### src/pidsel_pkg.sv
package pidsel_pkg;
   // ==========================================================
   // Register map (byte addresses, one 32-bit word each)
   localparam logic [5:0] OFS_DIR_MASK = 6'h00;
   localparam logic [5:0] OFS_EN_MODE = 6'h04;
   localparam logic [5:0] OFS_POLARITY = 6'h08;
   localparam logic [5:0] OFS_TGT_SEL = 6'h0c;
   localparam logic [5:0] OFS_FB_SEL = 6'h10;
   localparam logic [5:0] OFS_NUM_TGT = 6'h14;
   localparam logic [5:0] OFS_UPPER = 6'h18;
   localparam logic [5:0] OFS_LOWER = 6'h1c;
   localparam logic [5:0] OFS_MAX_STEP = 6'h20;
   localparam logic [5:0] OFS_STATUS = 6'h24;
   localparam logic [5:0] OFS_IRQ_STAT = 6'h28;
   localparam logic [5:0] OFS_IRQ_MASK = 6'h2c;
   localparam logic [5:0] OFS_OUT_DIR = 6'h30;
   // ==========================================================
   // Reset values
   localparam logic [15:0] RST_DIR_MASK = 16'h0000;
   localparam logic [15:0] RST_EN_MODE = 16'h0000;
   localparam logic [15:0] RST_POLARITY = 16'h0000;
   localparam logic [15:0] RST_TGT_SEL = 16'h0000;
   localparam logic [15:0] RST_FB_SEL = 16'h0000;
   localparam logic [15:0] RST_NUM_TGT = 16'h0000;
   localparam logic [15:0] RST_UPPER = 16'h0000;
   localparam logic [15:0] RST_LOWER = 16'h0000;
   // Step limit reset 0.10 Hz in 0.01 Hz units
   localparam logic [15:0] RST_MAX_STEP = 16'h000a;
   // ==========================================================
   // Field encodings
   localparam logic [1:0] EN_OFF = 2'h0;
   localparam logic [1:0] EN_ALWAYS = 2'h1;
   localparam logic [1:0] EN_TERMINAL = 2'h2;
   localparam logic [1:0] TGT_NUMERIC = 2'h0;
   localparam logic [1:0] TGT_VOLT = 2'h1;
   localparam logic [1:0] TGT_CURR = 2'h2;
   localparam logic [1:0] FB_VOLT = 2'h0;
   localparam logic [1:0] FB_CURR = 2'h1;
   localparam logic [1:0] FB_V_MINUS_C = 2'h2;
   localparam logic [1:0] FB_C_MINUS_V = 2'h3;
   // Status / interrupt bit positions
   localparam int ST_ACTIVE = 0;
   localparam int ST_UPPER = 1;
   localparam int ST_LOWER = 2;
   localparam int ST_TICK = 3;
   localparam int IRQ_BITS = 4;
   // Alarm levels count 0..1000 for 0.0..100.0 %
   localparam logic [15:0] ALARM_FULL = 16'd1000;
   // ==========================================================
   // Timing
   localparam int CLK_HZ = 50_000_000;
   localparam int EVAL_MS = 10;
   localparam int EVAL_CYCLES = (CLK_HZ / 1000) * EVAL_MS;
   localparam int ADC_BITS = 12;
   // ==========================================================
   // Carriers
   typedef struct packed {
      logic [1:0] mode;
      logic polarity;
      logic [1:0] tgt_sel;
      logic [1:0] fb_sel;
   } pidsel_cfg_s;
   typedef struct packed {
      logic signed [ADC_BITS:0] target;
      logic signed [ADC_BITS:0] feedback;
   } pidsel_pair_s;
endpackage

### src/pidsel_top.sv
// The Avalon-MM slave port and the register addresses were left to the implementer.
`timescale 1ns/10ps
`default_nettype none
// Contract
// - Direction mask: bit clear forward, set reverse
// - Bit 0 dominant, bit n segment n (code: bit 0 has no priority, it steers segment 0 only)
// - Mask used only while sequencer on
// - Mode 0 keeps loop inactive
// - Mode 1 keeps loop always active
// - Mode 2 follows loop enable terminal
// - Polarity selects accelerate/decelerate sense
// - Target from numeric, voltage or current
// - Feedback from voltage, current or differences
// - Numeric full scale equals +10 V
// - Upper alarm when feedback above level
// - Evaluate every 10 ms, clamp step
// - Lower alarm when feedback below level
module pidsel_top
   import pidsel_pkg::*;
#(
   parameter int EVAL_CNT = EVAL_CYCLES,
   parameter int AW = ADC_BITS
) (
   // System
   input wire logic clk_sys,
   input wire logic reset,
   // Avalon-MM slave
   input wire logic [5:0] avs_address,
   input wire logic avs_read,
   input wire logic avs_write,
   input wire logic [31:0] avs_writedata,
   input wire logic [3:0] avs_byteenable,
   output logic [31:0] avs_readdata,
   output logic avs_waitrequest,
   // Sequencer side
   input wire logic program_sequencer_on,
   input wire logic [3:0] segment_index,
   // Analogue inputs and terminals
   input wire logic [AW-1:0] voltage_analog_input,
   input wire logic [AW-1:0] current_analog_input,
   input wire logic loop_enable_terminal,
   // Results
   output logic run_reverse,
   output logic loop_active,
   output logic eval_tick,
   output logic step_valid,
   output logic step_up,
   output logic [15:0] step_size,
   output logic upper_alarm,
   output logic lower_alarm,
   output logic irq
);
   localparam logic [31:0] EVAL_LAST = 32'(EVAL_CNT - 1);
   // ==========================================================
   // Registers
   logic [15:0] dir_mask_q, en_mode_q, polarity_q, tgt_sel_q, fb_sel_q;
   logic [15:0] num_tgt_q, upper_q, lower_q, max_step_q;
   logic [IRQ_BITS-1:0] irq_stat_q, irq_mask_q;
   logic [31:0] tmr_q;
   pidsel_pair_s pair;
   // ==========================================================
   // Bus decode; every access answers one cycle after the request
   wire logic req = (avs_read | avs_write) & avs_waitrequest;
   // Writes land only at the edge that sees waitrequest low
   wire logic wr = avs_write & ~avs_waitrequest;
   wire logic [15:0] wd = avs_writedata[15:0];
   wire logic be_ok = avs_byteenable[0] | avs_byteenable[1];
   wire logic [15:0] be_m = {{8{avs_byteenable[1]}}, {8{avs_byteenable[0]}}};
   // Out-of-range values fall back to 0
   wire logic [1:0] mode_f = (en_mode_q > 16'h2) ? EN_OFF
      : en_mode_q[1:0];
   wire logic [1:0] tgt_f = (tgt_sel_q > 16'h2) ? TGT_NUMERIC
      : tgt_sel_q[1:0];
   wire logic [1:0] fb_f = (fb_sel_q > 16'h3) ? FB_VOLT
      : fb_sel_q[1:0];
   pidsel_cfg_s cfg;
   assign cfg = {mode_f, polarity_q[0], tgt_f, fb_f};
   // ==========================================================
   // Loop enable decision
   wire logic act_w = (mode_f == EN_ALWAYS) |
      ((mode_f == EN_TERMINAL) & loop_enable_terminal);
   wire logic tick_w = (tmr_q == EVAL_LAST);
   // ==========================================================
   // Comparison on the evaluation tick
   wire logic signed [AW+1:0] err = pair.target - pair.feedback;
   wire logic [AW:0] err_abs = err[AW+1] ? (AW+1)'(0) - err[AW:0]
      : err[AW:0];
   // Feedback relative to full scale, in tenths of a percent
   wire logic signed [AW:0] fb = pair.feedback;
   wire logic [AW+10:0] fb_prod = fb[AW] ? '0 : (AW+11)'(fb) * 11'd1000;
   wire logic [AW+10:0] fb_pm = fb_prod / (AW+11)'((1 << AW) - 1);
   wire logic up_w = {5'h0, fb_pm} > (AW+16)'(upper_q);
   wire logic lo_w = fb[AW] | ({5'h0, fb_pm} < (AW+16)'(lower_q));
   // Positive mode: feedback above target means slow down
   wire logic fb_above = err[AW+1];
   wire logic go_up = cfg.polarity ? ~fb_above : fb_above;
   // Saturate only past the 16-bit step field, not at the input range
   wire logic [15:0] err16 = (32'(err_abs) > 32'h0000_ffff) ? 16'hffff
      : 16'(err_abs);
   wire logic [15:0] step_w = (err16 > max_step_q) ? max_step_q
      : err16;
   wire logic dir_bit = dir_mask_q[segment_index];
   wire logic [IRQ_BITS-1:0] ev = {tick_w & act_w, tick_w & lo_w,
      tick_w & up_w, act_w & ~loop_active};
   wire logic [IRQ_BITS-1:0] w1c = (wr & avs_address == OFS_IRQ_STAT
      & avs_byteenable[0]) ? wd[IRQ_BITS-1:0] : '0;
   wire logic [31:0] rd_w =
      (avs_address == OFS_DIR_MASK) ? {16'h0, dir_mask_q} :
      (avs_address == OFS_EN_MODE) ? {16'h0, en_mode_q} :
      (avs_address == OFS_POLARITY) ? {16'h0, polarity_q} :
      (avs_address == OFS_TGT_SEL) ? {16'h0, tgt_sel_q} :
      (avs_address == OFS_FB_SEL) ? {16'h0, fb_sel_q} :
      (avs_address == OFS_NUM_TGT) ? {16'h0, num_tgt_q} :
      (avs_address == OFS_UPPER) ? {16'h0, upper_q} :
      (avs_address == OFS_LOWER) ? {16'h0, lower_q} :
      (avs_address == OFS_MAX_STEP) ? {16'h0, max_step_q} :
      (avs_address == OFS_STATUS) ? {28'h0, 1'b0, lower_alarm,
         upper_alarm, loop_active} :
      (avs_address == OFS_IRQ_STAT) ? {28'h0, irq_stat_q} :
      (avs_address == OFS_IRQ_MASK) ? {28'h0, irq_mask_q} :
      (avs_address == OFS_OUT_DIR) ? {31'h0, run_reverse} : 32'h0;

   pidsel_src_mux #(.AW(AW)) u_mux (
      .clk_sys(clk_sys),
      .reset(reset),
      .cfg(cfg),
      .num_target(num_tgt_q),
      .volt_in(voltage_analog_input),
      .curr_in(current_analog_input),
      .pair(pair)
   );

   // ==========================================================
   // Configuration storage
   always_ff @(posedge clk_sys) begin
      if (reset) begin
         dir_mask_q <= RST_DIR_MASK;
         en_mode_q <= RST_EN_MODE;
         polarity_q <= RST_POLARITY;
         tgt_sel_q <= RST_TGT_SEL;
         fb_sel_q <= RST_FB_SEL;
         num_tgt_q <= RST_NUM_TGT;
         upper_q <= RST_UPPER;
         lower_q <= RST_LOWER;
         max_step_q <= RST_MAX_STEP;
         irq_mask_q <= '0;
      end else if (wr & be_ok) begin
         case (avs_address)
            OFS_DIR_MASK: dir_mask_q <= (dir_mask_q & ~be_m) | (wd & be_m);
            OFS_EN_MODE: en_mode_q <= (en_mode_q & ~be_m) | (wd & be_m);
            OFS_POLARITY: polarity_q <= (polarity_q & ~be_m) | (wd & be_m);
            OFS_TGT_SEL: tgt_sel_q <= (tgt_sel_q & ~be_m) | (wd & be_m);
            OFS_FB_SEL: fb_sel_q <= (fb_sel_q & ~be_m) | (wd & be_m);
            OFS_NUM_TGT: num_tgt_q <= (num_tgt_q & ~be_m) | (wd & be_m);
            OFS_UPPER: upper_q <= (upper_q & ~be_m) | (wd & be_m);
            OFS_LOWER: lower_q <= (lower_q & ~be_m) | (wd & be_m);
            OFS_MAX_STEP: max_step_q <= (max_step_q & ~be_m) | (wd & be_m);
            OFS_IRQ_MASK: irq_mask_q <= wd[IRQ_BITS-1:0];
            default: ;
         endcase
      end
   end

   // ==========================================================
   // Bus answer, timer, outputs
   always_ff @(posedge clk_sys) begin
      if (reset) begin
         avs_waitrequest <= 1'b1;
         avs_readdata <= 32'h0;
         tmr_q <= 32'h0;
         loop_active <= 1'b0;
         eval_tick <= 1'b0;
         step_valid <= 1'b0;
         step_up <= 1'b0;
         step_size <= 16'h0;
         upper_alarm <= 1'b0;
         lower_alarm <= 1'b0;
         run_reverse <= 1'b0;
         irq_stat_q <= '0;
         irq <= 1'b0;
      end else begin
         avs_waitrequest <= ~req;
         avs_readdata <= rd_w;
         tmr_q <= tick_w ? 32'h0 : tmr_q + 32'h1;
         loop_active <= act_w;
         eval_tick <= tick_w;
         step_valid <= tick_w & act_w;
         run_reverse <= program_sequencer_on & dir_bit;
         if (tick_w) begin
            upper_alarm <= up_w;
            lower_alarm <= lo_w;
            step_up <= go_up;
            step_size <= act_w ? step_w : 16'h0;
         end
         // Set beats clear
         irq_stat_q <= (irq_stat_q & ~w1c) | ev;
         irq <= |(((irq_stat_q & ~w1c) | ev) & irq_mask_q);
      end
   end
   // ==========================================================
   // Checks
   property p_mode0;
      @(posedge clk_sys) disable iff (reset)
      (en_mode_q == 16'h0) |=> !loop_active;
   endproperty
   a_mode0: assert property (p_mode0) else $error("mode 0 active");
   property p_mode1;
      @(posedge clk_sys) disable iff (reset)
      (en_mode_q == 16'h1) |=> loop_active;
   endproperty
   a_mode1: assert property (p_mode1) else $error("mode 1 idle");
   property p_mode2;
      @(posedge clk_sys) disable iff (reset)
      (en_mode_q == 16'h2) |=> (loop_active == $past(loop_enable_terminal));
   endproperty
   a_mode2: assert property (p_mode2) else $error("mode 2 term");
   property p_dir;
      @(posedge clk_sys) disable iff (reset)
      1'b1 |=> run_reverse == ($past(program_sequencer_on)
         & $past(dir_mask_q[segment_index]));
   endproperty
   a_dir: assert property (p_dir) else $error("dir mismatch");
   property p_seq_off;
      @(posedge clk_sys) disable iff (reset)
      !program_sequencer_on |=> !run_reverse;
   endproperty
   a_seq_off: assert property (p_seq_off) else $error("mask off");
   property p_clamp;
      @(posedge clk_sys) disable iff (reset)
      step_valid |-> step_size <= $past(max_step_q);
   endproperty
   a_clamp: assert property (p_clamp) else $error("step clamp");
   property p_alarm_hold;
      @(posedge clk_sys) disable iff (reset)
      !eval_tick |-> $stable(upper_alarm) && $stable(lower_alarm);
   endproperty
   a_alarm_hold: assert property (p_alarm_hold)
      else $error("alarm");
   property p_upper;
      @(posedge clk_sys) disable iff (reset)
      tick_w && up_w |=> upper_alarm;
   endproperty
   a_upper: assert property (p_upper) else $error("upper miss");
   property p_lower;
      @(posedge clk_sys) disable iff (reset)
      tick_w && lo_w |=> lower_alarm;
   endproperty
   a_lower: assert property (p_lower) else $error("lower miss");
   property p_bus;
      @(posedge clk_sys) disable iff (reset)
      (avs_read | avs_write) && avs_waitrequest |=> !avs_waitrequest;
   endproperty
   a_bus: assert property (p_bus) else $error("bus late");
   c_step: cover property (@(posedge clk_sys) step_valid && step_up);
   c_up: cover property (@(posedge clk_sys) upper_alarm);
   c_rev: cover property (@(posedge clk_sys) run_reverse);
   c_irq: cover property (@(posedge clk_sys) irq);
endmodule
`default_nettype wire

### src/pidsel_src_mux.sv
`timescale 1ns/10ps
`default_nettype none
// ==========================================================
// Target and feedback source selection, registered
module pidsel_src_mux
   import pidsel_pkg::*;
#(
   parameter int AW = ADC_BITS
) (
   // System
   input wire logic clk_sys,
   input wire logic reset,
   // Configuration
   input wire pidsel_cfg_s cfg,
   input wire logic [15:0] num_target,
   // Analogue samples, full scale = +10 V / 20 mA
   input wire logic [AW-1:0] volt_in,
   input wire logic [AW-1:0] curr_in,
   // Selected pair
   output pidsel_pair_s pair
);
   wire logic signed [AW:0] v_s = {1'b0, volt_in};
   wire logic signed [AW:0] c_s = {1'b0, curr_in};
   // Numeric 0..1000 scaled to the +10 V code: n*(2^AW-1)/1000
   wire logic [AW+15:0] num_prod = (AW+16)'(num_target)
      * (AW+16)'((1 << AW) - 1);
   wire logic [AW+15:0] num_scl = num_prod / 16'd1000;
   wire logic [AW-1:0] num_code = (num_target >= ALARM_FULL) ?
      {AW{1'b1}} : num_scl[AW-1:0];
   wire logic signed [AW:0] tgt_w =
      (cfg.tgt_sel == TGT_VOLT) ? v_s :
      (cfg.tgt_sel == TGT_CURR) ? c_s :
      $signed({1'b0, num_code});
   wire logic signed [AW:0] fb_w =
      (cfg.fb_sel == FB_CURR) ? c_s :
      (cfg.fb_sel == FB_V_MINUS_C) ? v_s - c_s :
      (cfg.fb_sel == FB_C_MINUS_V) ? c_s - v_s : v_s;
   always_ff @(posedge clk_sys) begin
      if (reset) begin
         pair <= '0;
      end else begin
         pair.target <= tgt_w;
         pair.feedback <= fb_w;
      end
   end
endmodule
`default_nettype wire

### config.mk
export PLATFORM = sky130hd
export DESIGN_NAME = pidsel_top
export DESIGN_NICKNAME = d
export VERILOG_FILES = /design/src/pidsel_pkg.sv /design/src/pidsel_top.sv /design/src/pidsel_src_mux.sv
export SDC_FILE = /design/constraint.sdc
export NUM_CORES = 1
export LEC_CHECK = 0
export BUFFER_PORTS_ARGS = -buffer_cell sky130_fd_sc_hd__buf_2
export CAP_MARGIN = 40
export CORE_ASPECT_RATIO = 0.75
export CORE_MARGIN = 4
export CORE_UTILIZATION = 45
export DETAILED_ROUTE_END_ITERATION = 10
export MAX_ROUTING_LAYER = met4
export REMOVE_ABC_BUFFERS = 1
export SLEW_MARGIN = 20
export SYNTH_ARGS = -nofsm -noshare
export SYNTH_HDL_FRONTEND = slang
export SYNTH_SLANG_ARGS = --single-unit
### constraint.sdc
create_clock -name clk_sys -period 27.6 [get_ports clk_sys]
set_clock_uncertainty 0.15 [all_clocks]
set_input_delay 1.38 -clock clk_sys [delete_from_list [all_inputs] [get_ports clk_sys]]
set_output_delay 1.38 -clock clk_sys [all_outputs]
set_load 0.005 [all_outputs]
# --- Word level (Yosys, flattened, before mapping) ---
# Cells that the tools add are included.
totals:
  reg_bits: 266
  inputBits: 76
  out_inout_bits: 57
op_classes:
  n_addsub: 5
  n_mul: 2
  n_div: 2
  n_lt_le_gt_ge: 8
  eq_ne: 20
  muxes: 30
  bitwise_logic: 43
  reduce_logical: 15
ops:
  columns: ["op", "count"]
  rows:
  - ["16-bit two-way mux", 11]
  - ["16-bit AND", 10]
  - ["16-bit OR", 9]
  - ["16-bit by 2-bit greater-than comparator with 1-bit output (second input constant)", 3]
  - ["12-bit two-way mux", 4]
  - ["13-bit two-way mux", 3]
  - ["32-bit by 1-bit adder with 32-bit output (second input constant)", 1]
  - ["32-bit by 19-bit equality test with 1-bit output (second input constant)", 1]
  - ["6-bit equality test (second input constant)", 5]
  - ["28-bit by 10-bit divider with 28-bit output (second input constant)", 1]
  - ["16-bit by 12-bit multiplier with 28-bit output (second input constant)", 1]
  - ["12-bit by 12-bit subtractor with 13-bit output", 2]
  - ["6-bit by 5-bit equality test with 1-bit output (second input constant)", 4]
  - ["23-bit by 12-bit divider with 23-bit output (second input constant)", 1]
  - ["23-bit by 16-bit greater-than comparator with 1-bit output", 1]
  - ["23-bit by 16-bit less-than comparator with 1-bit output", 1]
  - ["23-bit by 7-bit multiplier with 20-bit output (second input constant)", 1]
  - ["23-bit two-way mux", 1]
  - ["2-bit AND reduction", 10]
  - ["16-bit by 10-bit >= comparator with 1-bit output (second input constant)", 1]
  - ["13-bit by 16-bit greater-than comparator with 1-bit output", 1]
  - ["4-bit two-way mux", 4]
  - ["16-bit NOT", 1]
  - ["13-bit by 13-bit subtractor with 14-bit output", 1]
  - ["other kinds (19)", 47]

# --- Logic depth before layout (Yosys ltp) ---
depth:
  depth_word: 14
  ltp_mapped: 71
  ltp_nobuf: 67

# --- Cells and area by module ---
# A second synthesis with hierarchy kept.
hier_totals:
  cells_unflattened: 3680
  area_unflattened_um2: 28782.6
modules_own_cells:
  columns: ["module", "instances", "cells_each", "area_per_inst_um2", "seq_area_each_um2"]
  rows:
  - ["pidsel_top", 1, 2195, 17013.8, 4504.3]
  - ["pidsel_src_mux", 1, 1485, 11768.8, 500.5]

# --- Worst setup path after synthesis ---
# OpenSTA, ideal clock, no wires.
synth_path:
  kind: "register to register"
  from: "register with a tool-made name"
  to: "register, netlist name u_mux.pair[13]"
  t_arrival_ns: 16.280
  path_slack_ns: 11.034
  stages_incl_launch_ff: 65
  cell_sequence: "dfxtp_1 -> inv_1 -> fa_1 -> inv_1 -> fa_1 -> fa_1 -> fa_1 -> inv_1 -> fa_1 -> inv_1 -> ha_1 -> buf_6 -> and3_1 -> a221o_2 -> a221oi_4 -> o221ai_2 -> xor2_2 -> a41oi_1 -> (+29 left out) -> buf_2 -> a41o_1 -> mux2i_1 -> buf_2 -> nor4_1 -> or2_1 -> clkbuf_1 -> a31oi_2 -> a221o_1 -> o22a_1 -> a21oi_1 -> buf_2 -> or3_4 -> a31oi_4 -> a21oi_2 -> mux2_1 -> a211oi_1 -> o32ai_1"

==> results.cfg <==
[yosys]
largest_family_of_logic_cells_by_synthesized_area = compound AO/OA/AOI/OAI gates
synth_most_common_cell = nand2_1
yosysWarningCount = 0
area_share_of_fa_ha_maj_cells_after_synthesis_pct = 19.03
netlist_top_cells_count = nand2_1 (462), a21oi_1 (312), inv_1 (294), nor2_1 (288), dfxtp_1 (250)
netlist_instances = 3585
syn-cell-area_um2 = 27850
synthMuxAreaShare_pct = 4.398
yosysTopAreaCellShare_pct = 17.97
synthDominantAreaCellType = dfxtp_1
synth_compound_area_share_pct = 24.45
synth.ff_latch_count = 250
ys_seq_area_share_pct = 17.97
synth_flop_type = dfxtp_1
synth.area.top_cells = dfxtp_1 (18%), fa_1 (10%), ha_1 (8.4%), nand2_1 (6.2%), a21oi_1 (5.6%)
async_flop_share_pct = 0
synthXorXnorAreaFrac_pct = 5.943
synth-simple-area-share_pct = 21.41
average_instance_area_after_synthesis_um2 = 7.769
yosysUniqueCellTypes = 129
post_synth_edffs = 0

[pwr]
leakage_nw = 12.18
power.sequential.fraction_pct = 22.9
net-switching-power_uw = 707.4
clkPwrFrac_pct = 22.5
vdd_drop_max_mv = 0.04453
power_report.internal_total_uw = 897.8
power_switching_share_pct = 44.07
p_total_mw = 1.605
power.combinational.fraction_pct = 54.6
pwr_density_cell_nw_per_um2 = 53.94

[sta]
finalCriticalPeriod_ps = 20740
final_hold_viol_count = 0
final_min_period_over_clock_period_pct = 75.15
maxSlewHeadroom_pct = 36.41
timing_worst_slew_pin_value_ps = 953.8
grt_setup_unrepaired = false
setup_tns_ps = 0
setup_failing_eps_final = 0
slew_viol_final = 0
max_freq_mhz = 48.21

[die]
placement_rows = 78
floorplan.core_area_um2 = 60900
dieArea_um2 = 65980
io_pins = 133
initial_utilization_pct = 45.74
chipWidth_um = 295.3
floorplan.die.height_um = 223.5

[drt]
drc = 0
dr.pass1.iters = 6
detailedRoute.firstIterationViolations = 2259
detailroute.via_count = 26010
post_drt_wl_per_cell_um = 18.61
route.detailed.vias_per_inst = 5.894
routed_wl_mm = 82.14
antenna_violating_nets_post_route = 0

[clock_network]
tritoncts_sink_count = 250
post_cts_resized = 0
cts_max_path_buffers = 3
hold_buffers = 0
numCtsBuffers = 25
clk_pin_slew_ps = 70
cts_htree_levels = 1
insertion_delay_ps = 560
cts_tree = built
cts.repair_timing.setup_buffer_count = 0
clock_tree.root_cell = clkbuf_16

[placed_design]
gp_congestion = 0.9226
placed_cell_area_um2 = 28890
dp_cells = 4363
hpwl_mm = 64.36
placement.io_buffers = 98

[layout]
fillerInstances = 6154
final_cells = 4413
fin_nets = 3999
areaGrowthSynthToFinish_pct = 6.850
final_layout_size_suffix_gt1_share_pct = 7.973
stdcell_area_um2 = 29760

[global_route]
grt_start_max_net_pins = 84
number_of_antenna_violations_at_the_first_check_in_global_routing = 1
gr-usage-all-layers_pct = 25.11
grt_first_pass_wirelength_mm = 133.2
grt.overflow.total = 0
grt_pass1_vias = 23980

[critical_path]
cpMostUsedCell = fa_1
critical-path-slowest-cell = o31ai_2
critical_setup_path_class = register to register
critical_path.max_stage_delay_ps = 750
cp-end-kind = register
crit_path_max_fanout = 19
worst-endpoint-arrival_ps = 20990
timing.critical_path.from_type = register
required_ps = 27840

[min_path]
timing.hold.worst.class = register to register

[run_status]
outcome = complete, no violations

[run]
timing.max_cap.violations = 0
[cell type report]
type                            instances  area [um2]  area share [%]
Tap cell                              800        1001           3.363
Timing Repair Buffer                  132       744.5           2.501
Multi-Input combinational cell       2888       21040           70.69
Sequential cell                       250        5006           16.82
Antenna cell                            1       2.502        0.008408
Clock buffer                           41       785.8           2.640
Clock inverter                          5       72.57          0.2438
Inverter                              296        1111           3.733
[path summary, 6_finish.rpt]
kind	startpoint	to	slack [ps]	cells past startpoint
setup / recovery	register	u_mux.pair[13]	6860	56
hold / removal	avs_waitrequest	avs_waitrequest	290	1
setup reg to reg	register	u_mux.pair[13]	6860	56
hold reg to reg	avs_waitrequest	avs_waitrequest	290	1
[per-layer routing]
metal | track usage, % | wire [um] | vias to the layer above
li1 | - | - | 12810
met1 | 38.93 | 42010 | 12400
met2 | 35.16 | 33820 | 725
met3 | 3.424 | 5207 | 73
met4 | 3.344 | 1106 | 0
met5 | - | 0 | -
[logic make-up after synthesis]
kind of cell | count (synthesis)
and+or+nand+nor | 1250
AOI/OAI and AO/OA | 985
buffers and inverters | 463
adders and majority gates | 339
DFF | 250
xor gates and xnor gates | 186
muxes | 110
other | 2
[through the flow]
stage	setup WS, ps	util, %	hold slack [ps]
floorplan	9768	-	264.1
global placement	7042	47.32	261.0
detailed placement	7159	47.43	264.7
CTS	7082	48.84	281.2
global route	5579	48.87	297.1
finish	6858	48.87	285.7
[power by group through the flow]
| stage | Sequential, mW | Combinational [mW] | Clock, mW |
|---|---|---|---|
| floorplan | 0.374 | 0.653 | 0 |
| global placement | 0.375 | 0.848 | 0 |
| detailed placement | 0.375 | 0.856 | 0 |
| CTS | 0.367 | 0.862 | 0.366 |
| global route | 0.367 | 0.985 | 0.380 |
| finish | 0.367 | 0.877 | 0.362 |
[placed cells by master, fill, tap and decap left out, types with 53 or more instances in the layout]
cell / n
a211oi_1: 57
a21o_1: 61
a21oi_1: 312
buf_2: 102
dfxtp_1: 249
fa_1: 144
ha_1: 186
inv_1: 294
mux2i_1: 76
nand2_1: 462
nand3_1: 101
nor2_1: 288
nor3_1: 62
o21ai_0: 121
xnor2_1: 131
xor2_1: 53
[worst max-delay path: cells and delay by family, from the launching register on]
kind	cells	cell delay [ps]
xor+xnor	1	440
buf+inv	4	310
flops	1	640
mux	7	2280
compound gates	28	10410
simple gates	10	3190
fa+ha+maj	6	3100
Note: power is estimated with default switching activity, not from simulation.
